===== config.mk =====
export PLATFORM = sky130hd
export DESIGN_NAME = adio_host_regs
export DESIGN_NICKNAME = d
export VERILOG_FILES = /design/src/adio_pkg.sv /design/src/adio_host_regs.sv
export SDC_FILE = /design/constraint.sdc
export NUM_CORES = 1
export LEC_CHECK = 0
export BUFFER_PORTS_ARGS = -buffer_cell sky130_fd_sc_hd__buf_4
export CAP_MARGIN = 20
export CORE_MARGIN = 10
export CORE_UTILIZATION = 52
export DETAILED_ROUTE_END_ITERATION = 8
export PLACE_DENSITY = 0.87
export SLEW_MARGIN = 25
export SYNTH_ARGS = -nofsm -noshare
export SYNTH_HDL_FRONTEND = slang
export SYNTH_SLANG_ARGS = --single-unit

===== constraint.sdc =====
create_clock -name mclk -period 2.3 [get_ports mclk]
set_input_delay 0.23 -clock mclk [delete_from_list [all_inputs] [get_ports mclk]]
set_output_delay 0.23 -clock mclk [all_outputs]
set_load 0.1 [all_outputs]

===== src/adio_pkg.sv =====
// Package: register map, control fields and carrier types of the adapter register block
package adio_pkg;

    localparam int          ADDR_W        = 10;
    localparam int          OFS_W         = 4;
    localparam logic [3:0]  OFS_RESULT_LO = 4'h0;
    localparam logic [3:0]  OFS_CONTROL   = 4'h0;
    localparam logic [3:0]  OFS_RESULT_HI = 4'h1;
    localparam logic [3:0]  OFS_STATUS    = 4'h2;
    localparam logic [3:0]  OFS_P1_DIR    = 4'h4;
    localparam logic [3:0]  OFS_P1_DATA   = 4'h5;
    localparam logic [3:0]  OFS_P2_DIR    = 4'h6;
    localparam logic [3:0]  OFS_P2_DATA   = 4'h7;
    localparam logic [7:0]  BYTE_ZERO     = 8'h00;
    localparam logic [7:0]  CTRL_RESET    = 8'h00;
    localparam logic [7:0]  PORT_RESET    = 8'h00;
    localparam logic [11:0] RESULT_RESET  = 12'h000;
    localparam logic [9:0]  BASE_DEFAULT  = 10'h300;
    localparam logic [1:0]  PWR_EXT_CLK   = 2'h0;
    localparam logic [1:0]  PWR_INT_CLK   = 2'h1;
    localparam logic [1:0]  PWR_STANDBY   = 2'h2;
    localparam logic [1:0]  PWR_FULL      = 2'h3;
    localparam int          INT_ACQ_CLKS  = 6;

    // Converter control byte field layout
    typedef struct packed {
        logic [1:0] powerMode;        // high: power_mode_high
        logic       acquisitionSelect;
        logic       spanSelect;
        logic       polaritySelect;
        logic [2:0] channelIndex;
    } adio_ctrl_t;

    // Host bus request
    typedef struct packed {
        logic [ADDR_W-1:0] addr;
        logic              rd;
        logic              wr;
        logic [7:0]        wdata;
    } adio_bus_t;

    // Converter-facing signals
    typedef struct packed {
        logic       start;
        logic       internalClock;
        logic       standbyPowerdown;
        logic       fullPowerdown;
        logic       externalAcq;
        logic [1:0] span;
        logic [2:0] channel;
    } adio_conv_t;

endpackage


===== src/adio_host_regs.sv =====
// Host-facing register block of the analog and digital I/O adapter
`timescale 1ns/1ps
`default_nettype none
// Functional notes
// - Decode sixteen addresses at a configurable base using low four bits.
// - Write to offset 0 loads control byte and starts one conversion.
// - Conversion finish drives done flag, offset 2 bit 0, low.
// - Result low byte at offset 0, upper four bits at offset 1.
// - Control bits 7:6 select clock mode or standby/full power-down.
// - Control bit 5 selects internal six-clock or external acquisition.
// - Control bits 4:3 select span and polarity of input.
// - Control bits 2:0 select input channel 0 to 7.
// - Per-bit direction: zero input, one drives data bit out.
// - Port one direction at offset 4, data at offset 5.
// - Port two direction at offset 6, data at offset 7.
module adio_host_regs
    import adio_pkg::*;
#(
    parameter logic [9:0] BASE_ADDR = adio_pkg::BASE_DEFAULT
) (
    input  wire logic               mclk,
    input  wire logic               reset,
    input  wire adio_pkg::adio_bus_t bus,
    output logic [7:0]              rdata,
    output logic                    rdataValid,
    input  wire logic               convDone,
    input  wire logic [11:0]        convResult,
    output adio_pkg::adio_conv_t    conv,
    input  wire logic [15:0]        pinIn,
    output logic [15:0]             pinOut,
    output logic [15:0]             pinOe
);
    import adio_pkg::*;

    // ==========================================================
    // Address decode
    logic              hit;
    logic [OFS_W-1:0]  ofs;
    logic              wrHit;
    logic              rdHit;
    assign hit   = bus.addr[ADDR_W-1:OFS_W] == BASE_ADDR[ADDR_W-1:OFS_W];
    assign ofs   = bus.addr[OFS_W-1:0];
    assign wrHit = hit && bus.wr;
    assign rdHit = hit && bus.rd;

    // ==========================================================
    // Converter control and status
    adio_ctrl_t  ctrl;
    logic [11:0] result;
    logic        doneN;
    logic        busy;

    always_ff @(posedge mclk) begin
        if (reset) begin
            ctrl <= CTRL_RESET;
        end else if (wrHit && ofs == OFS_CONTROL) begin
            ctrl <= adio_ctrl_t'(bus.wdata);
        end
    end

    always_ff @(posedge mclk) begin
        if (reset) begin
            conv <= '0;
        end else begin
            conv.start <= wrHit && ofs == OFS_CONTROL;
            conv.internalClock <= ctrl.powerMode == PWR_INT_CLK ||
                (conv.internalClock && ctrl.powerMode[1]);
            conv.standbyPowerdown <= ctrl.powerMode == PWR_STANDBY;
            conv.fullPowerdown <= ctrl.powerMode == PWR_FULL;
            conv.externalAcq <= ctrl.acquisitionSelect;
            conv.span <= {ctrl.spanSelect, ctrl.polaritySelect};
            conv.channel <= ctrl.channelIndex;
        end
    end

    // Start wins over a finish landing in the same cycle
    always_ff @(posedge mclk) begin
        if (reset) begin
            doneN  <= 1'b1;
            busy   <= 1'b0;
            result <= RESULT_RESET;
        end else if (wrHit && ofs == OFS_CONTROL) begin
            doneN <= 1'b1;
            busy  <= 1'b1;
        end else if (busy && convDone) begin
            doneN  <= 1'b0;
            busy   <= 1'b0;
            result <= convResult;
        end
    end

    // ==========================================================
    // Digital ports
    logic [7:0] dirReg  [2];
    logic [7:0] dataReg [2];
    logic [3:0] ofsDir  [2];
    logic [3:0] ofsData [2];
    assign ofsDir[0]  = OFS_P1_DIR;
    assign ofsDir[1]  = OFS_P2_DIR;
    assign ofsData[0] = OFS_P1_DATA;
    assign ofsData[1] = OFS_P2_DATA;

    genvar p;
    generate
        for (p = 0; p < 2; p++) begin : g_port
            always_ff @(posedge mclk) begin
                if (reset) begin
                    dirReg[p]  <= PORT_RESET;
                    dataReg[p] <= PORT_RESET;
                end else if (wrHit) begin
                    if (ofs == ofsDir[p]) dirReg[p] <= bus.wdata;
                    if (ofs == ofsData[p]) dataReg[p] <= bus.wdata;
                end
            end
            always_ff @(posedge mclk) begin
                if (reset) begin
                    pinOut[p*8 +: 8] <= PORT_RESET;
                    pinOe[p*8 +: 8]  <= PORT_RESET;
                end else begin
                    pinOut[p*8 +: 8] <= dataReg[p];
                    pinOe[p*8 +: 8]  <= dirReg[p];
                end
            end
        end
    endgenerate

    // Input bits show the pin, output bits show the latch
    function automatic logic [7:0] portView(input logic [7:0] d,
                                            input logic [7:0] o,
                                            input logic [7:0] i);
        portView = (d & o) | (~d & i);
    endfunction

    // ==========================================================
    // Read mux
    logic [7:0] next_rdata;
    always_comb begin
        case (ofs)
            OFS_RESULT_LO: next_rdata = result[7:0];
            OFS_RESULT_HI: next_rdata = {4'h0, result[11:8]};
            OFS_STATUS:    next_rdata = {7'h00, doneN};
            OFS_P1_DIR:    next_rdata = dirReg[0];
            OFS_P1_DATA:   next_rdata = portView(dirReg[0], dataReg[0], pinIn[7:0]);
            OFS_P2_DIR:    next_rdata = dirReg[1];
            OFS_P2_DATA:   next_rdata = portView(dirReg[1], dataReg[1], pinIn[15:8]);
            default:       next_rdata = BYTE_ZERO;
        endcase
    end

    always_ff @(posedge mclk) begin
        if (reset) begin
            rdata      <= BYTE_ZERO;
            rdataValid <= 1'b0;
        end else begin
            rdata      <= rdHit ? next_rdata : BYTE_ZERO;
            rdataValid <= rdHit;
        end
    end

    // ==========================================================
    // Checks
    start_pulse_a: assert property (@(posedge mclk) disable iff (reset)
        wrHit && ofs == OFS_CONTROL |=> conv.start)
        else $error("control write did not start conversion");
    busy_flag_a: assert property (@(posedge mclk) disable iff (reset)
        wrHit && ofs == OFS_CONTROL |=> doneN)
        else $error("done flag not high after start");
    done_low_a: assert property (@(posedge mclk) disable iff (reset)
        busy && convDone && !(wrHit && ofs == OFS_CONTROL) |=> !doneN)
        else $error("done flag not low after finish");
    result_hold_a: assert property (@(posedge mclk) disable iff (reset)
        !busy |=> $stable(result))
        else $error("result changed while idle");
    high_nibble_a: assert property (@(posedge mclk) disable iff (reset)
        rdHit && ofs == OFS_RESULT_HI |=> rdata[7:4] == 4'h0)
        else $error("unused result bits not zero");
    empty_read_a: assert property (@(posedge mclk) disable iff (reset)
        rdHit && ofs > OFS_P2_DATA |=> rdata == BYTE_ZERO)
        else $error("unmapped read not zero");
    full_pd_a: assert property (@(posedge mclk) disable iff (reset)
        ctrl.powerMode == PWR_FULL |=> conv.fullPowerdown && !conv.standbyPowerdown)
        else $error("power mode wrong");
    chan_sel_a: assert property (@(posedge mclk) disable iff (reset)
        1'b1 |=> conv.channel == $past(ctrl.channelIndex))
        else $error("channel index wrong");
    dir_drive_a: assert property (@(posedge mclk) disable iff (reset)
        wrHit && ofs == OFS_P1_DIR ##1 !(wrHit && ofs == OFS_P1_DIR)
        |=> pinOe[7:0] == $past(bus.wdata, 2))
        else $error("port one direction not applied");
    one_data_a: assert property (@(posedge mclk) disable iff (reset)
        wrHit && ofs == OFS_P1_DATA ##1 !(wrHit && ofs == OFS_P1_DATA)
        |=> pinOut[7:0] == $past(bus.wdata, 2))
        else $error("port one data not applied");
    two_dir_a: assert property (@(posedge mclk) disable iff (reset)
        wrHit && ofs == OFS_P2_DIR ##1 !(wrHit && ofs == OFS_P2_DIR)
        |=> pinOe[15:8] == $past(bus.wdata, 2))
        else $error("port two direction not applied");
    two_data_a: assert property (@(posedge mclk) disable iff (reset)
        wrHit && ofs == OFS_P2_DATA ##1 !(wrHit && ofs == OFS_P2_DATA)
        |=> pinOut[15:8] == $past(bus.wdata, 2))
        else $error("port two data not applied");
    acq_sel_a: assert property (@(posedge mclk) disable iff (reset)
        1'b1 |=> conv.externalAcq == $past(ctrl.acquisitionSelect))
        else $error("acquisition select wrong");
    span_sel_a: assert property (@(posedge mclk) disable iff (reset)
        1'b1 |=> conv.span == $past({ctrl.spanSelect, ctrl.polaritySelect}))
        else $error("span select wrong");
    standby_pd_a: assert property (@(posedge mclk) disable iff (reset)
        ctrl.powerMode == PWR_STANDBY
        |=> conv.standbyPowerdown && !conv.fullPowerdown)
        else $error("standby mode wrong");
    int_clock_a: assert property (@(posedge mclk) disable iff (reset)
        ctrl.powerMode == PWR_INT_CLK |=> conv.internalClock)
        else $error("internal clock not selected");
    clock_hold_a: assert property (@(posedge mclk) disable iff (reset)
        ctrl.powerMode[1] |=> conv.internalClock == $past(conv.internalClock))
        else $error("clock mode changed in power-down");
    result_load_a: assert property (@(posedge mclk) disable iff (reset)
        busy && convDone && !(wrHit && ofs == OFS_CONTROL)
        |=> result == $past(convResult))
        else $error("result not captured at finish");
    status_read_a: assert property (@(posedge mclk) disable iff (reset)
        rdHit && ofs == OFS_STATUS |=> rdata == {7'h00, $past(doneN)})
        else $error("status read wrong");
    read_answer_a: assert property (@(posedge mclk) disable iff (reset)
        rdHit |=> rdataValid)
        else $error("window read not answered");
    idle_read_a: assert property (@(posedge mclk) disable iff (reset)
        !rdHit |=> !rdataValid && rdata == BYTE_ZERO)
        else $error("read answer without request");
    foreign_ignored_a: assert property (@(posedge mclk) disable iff (reset)
        bus.wr && !hit |=> $stable(ctrl) && !conv.start)
        else $error("write outside window took effect");

endmodule // adio_host_regs
`default_nettype wire


==> impl_metrics.ini <==
[status]
outcome = complete, no violations

[setup_path]
endpoint_kind = flip-flop
worst-endpoint-required_ns = 2.53
cp-startpoint = bus[15]
crit_path_max_incr_delay_ns = 0.49
worst-setup-path-type = in2reg
worst-endpoint-arrival_ns = 1.76
crit_chain = buf_4, nor4_2, nand3_1, nor2_1, and2_1
timing.critical_path.fanout_max = 8
timing.critical_path.slowest_stage_cell = sky130_fd_sc_hd__nor4_2
critical_path.startpoint_type = input port
worst_flop_to_flop_path_startpoint = busy$_SDFFE_PP0P_

[power]
sequential_share_of_power_pct = 53.1
power.clock.fraction_pct = 34.0
post_route_total_power_uw = 3748
power.combinational.fraction_pct = 12.8
leakage_uw = 0.002089
internal_power_uw = 2749
power_density_mw_per_mm2 = 746.6
vdd_drop_max_mv = 0.4750
switching_share_pct = 26.65
switching_power_uw = 998.8

[floorplanning]
boundaryPins = 102
num_rows = 31
chipHeight_um = 106.8
core_area_mm2 = 0.007292
area_of_the_die_mm2 = 0.01140
die_width_um = 106.8
start_util_pct = 53.69

[yosys]
synth_top_cells_by_area = sky130_fd_sc_hd__dfxtp_1, sky130_fd_sc_hd__edfxtp_1, sky130_fd_sc_hd__mux2i_1, sky130_fd_sc_hd__nor2b_1, sky130_fd_sc_hd__and2_1
synth-main-ff-cell = sky130_fd_sc_hd__dfxtp_1
async_flop_share_pct = 0
synth_cells = 336
synth_top_cells_by_count = sky130_fd_sc_hd__dfxtp_1, sky130_fd_sc_hd__nor2b_1, sky130_fd_sc_hd__nor2_1
synth-warning-count = 0
synth_seq_cells = 105
synth_top_cell_area_share_pct = 37.33
syn-cell-area_mm2 = 0.003915
synth_sequential_area_ratio_pct = 61.87
synth_edf_count = 32
synthMostInstantiatedCell = sky130_fd_sc_hd__dfxtp_1
post-synth-top-area-cell = sky130_fd_sc_hd__dfxtp_1
avgSynthCellArea_um2 = 11.65
synthDistinctLibCells = 42
syn-num-nets = 387

[cells_and_area]
layout-drive-gt1-share_pct = 29.60
antenna_cells = 0
final_nets = 492
syn_to_final_growth_pct = 28.22
fin_cells = 545

[grt]
grt_overflow_total = 0
first_pass_grt_wire_length_um = 15480
number_of_global_route_vias_before_repair = 3046
grt_start_max_net_pins = 64
initial_antenna_violation_count = 0
grt.total_usage_pct = 17.06

[cts]
buffer_levels_on_the_longest_clock_path = 2
cts.sink_count = 105
cts_hold_buf = 0
clock-root-buffer = sky130_fd_sc_hd__clkbuf_8
tritoncts = built
cts-resized-gates = 0
total_cts_buffers = 9
postCtsSetupBuffers = 0
clkLatencyLatePin_ns = 0.36
clock_h_tree_levels = 3
path_clk_slew_ns = 0.10

[timing]
rsz_0062_raised_after_global_routing = no
report.final.slew_viol_count = 0
maxSlewHeadroom_pct = 60.27
finalClockSkew_ns = 0.004762
layout_min_cycle_time_ns = 1.524
whs_ns = 0.09592
max_slew.worst_pin.slew_ns = 0.5960
period_share_pct = 66.28
final_hold_viol_count = 0
tns_ns = 0
setup_viol = 0
max_freq_mhz = 656.0

[drt]
drt_first_pass_iters = 5
wl_um = 9802
vias_per_cell = 5.268
drt-initial-drc-count = 184
drc = 0
final_antenna_net_count = 0
wl_per_cell_um = 17.99
via_count = 2871

[place]
io_buffer_count = 101
finalWeightedCongestion = 0.8233
placed_cells = 529
dpl.hpwl_um = 7341

[hold_path]
worstHoldStart = convResult[1]
worst_hold_path_type = in2reg

[job]
max_cap_viol_count = 0
cells in the final DEF, fill, tap and decap left out, drive strengths merged, types with 4 or more instances in the layout:
cell type	instances
dfxtp	73
nand3	4
nor2	33
buf	111
a31oi	8
a21o	4
nor2b	34
inv	10
mux2i	25
and2	32
a21oi	17
clkbuf	10
edfxtp	32
nand2	5
flip-flops by register name, summed over array words and instances, names as in the netlist, named ones only:
name	flops
dataReg	16
dirReg	16
pinOe	16
pinOut	16
result	12
conv	9
ctrl	8
rdata	8
busy	1
doneN	1
rdataValid	1
kinds of logic after synthesis:
family                 share of synthesized area [%]
AOI/OAI and AO/OA                              8.342
and+or+nand+nor                                20.17
muxes                                          6.679
DFF                                            61.87
buffers and inverters                          2.940
through the flow:
step	utilization, %	instance area, um^2	setup WS [ns]
2_1_floorplan	-	3915	0.3558
3_3_place_gp	65.73	4793	0.4454
3_5_place_dp	65.73	4793	0.4197
4_1_cts	68.84	5020	0.7980
5_1_grt	68.84	5020	0.6629
6_report	68.84	5020	0.7756
critical path: cells and delay by family:
| kind | cells | cell delay, ns |
|---|---|---|
| buffers and inverters | 1 | 0.11 |
| AND/OR/NAND/NOR | 4 | 1.42 |
path summary, 6_finish.rpt:
| path | endpoint | slack [ns] | cells after the start |
|---|---|---|---|
| worst max-delay path | dataReg[1][5]$_SDFFCE_PN0P_ | 0.78 | 5 |
| worst min register to register | conv[0]$_SDFF_PP0_ | 0.47 | 1 |
| worst max register to register | result[11]$_SDFFE_PP0P_ | 1.02 | 5 |
| worst min-delay path | result[1]$_SDFFE_PP0P_ | 0.1 | 3 |
routing by layer:
| metal | vias up | global-route usage (%) | part of all wire, % |
|---|---|---|---|
| met3 | 17 | 5.150 | 7.6 |
| met5 | - | 0 | 0 |
| met4 | 0 | 7.253 | 2.1 |
| met1 | 1357 | 19.22 | 41 |
| met2 | 111 | 29.32 | 50 |
| li1 | 1386 | - | - |
power groups by stage:
stage / combinational, uW / sequential (uW) / clock [uW]
after floorplan: 98.3 / 2240 / 0
after global placement: 475 / 2030 / 0
after detailed placement: 481 / 2030 / 0
after CTS: 482 / 1990 / 1280
after global routing: 505 / 2000 / 1370
final: 481 / 1990 / 1280
final cells by class:
cell class | instances | area, um^2
Sequential cell | 105 | 2422
Fill cell | 529 | 2272
Tap cell | 99 | 123.9
Inverter | 8 | 30.03
Clock inverter | 6 | 88.84
Timing Repair Buffer | 111 | 833.3
Multi-Input combinational cell | 206 | 1384
Clock buffer | 10 | 137.6
Note: power is estimated with default switching activity, not from simulation.
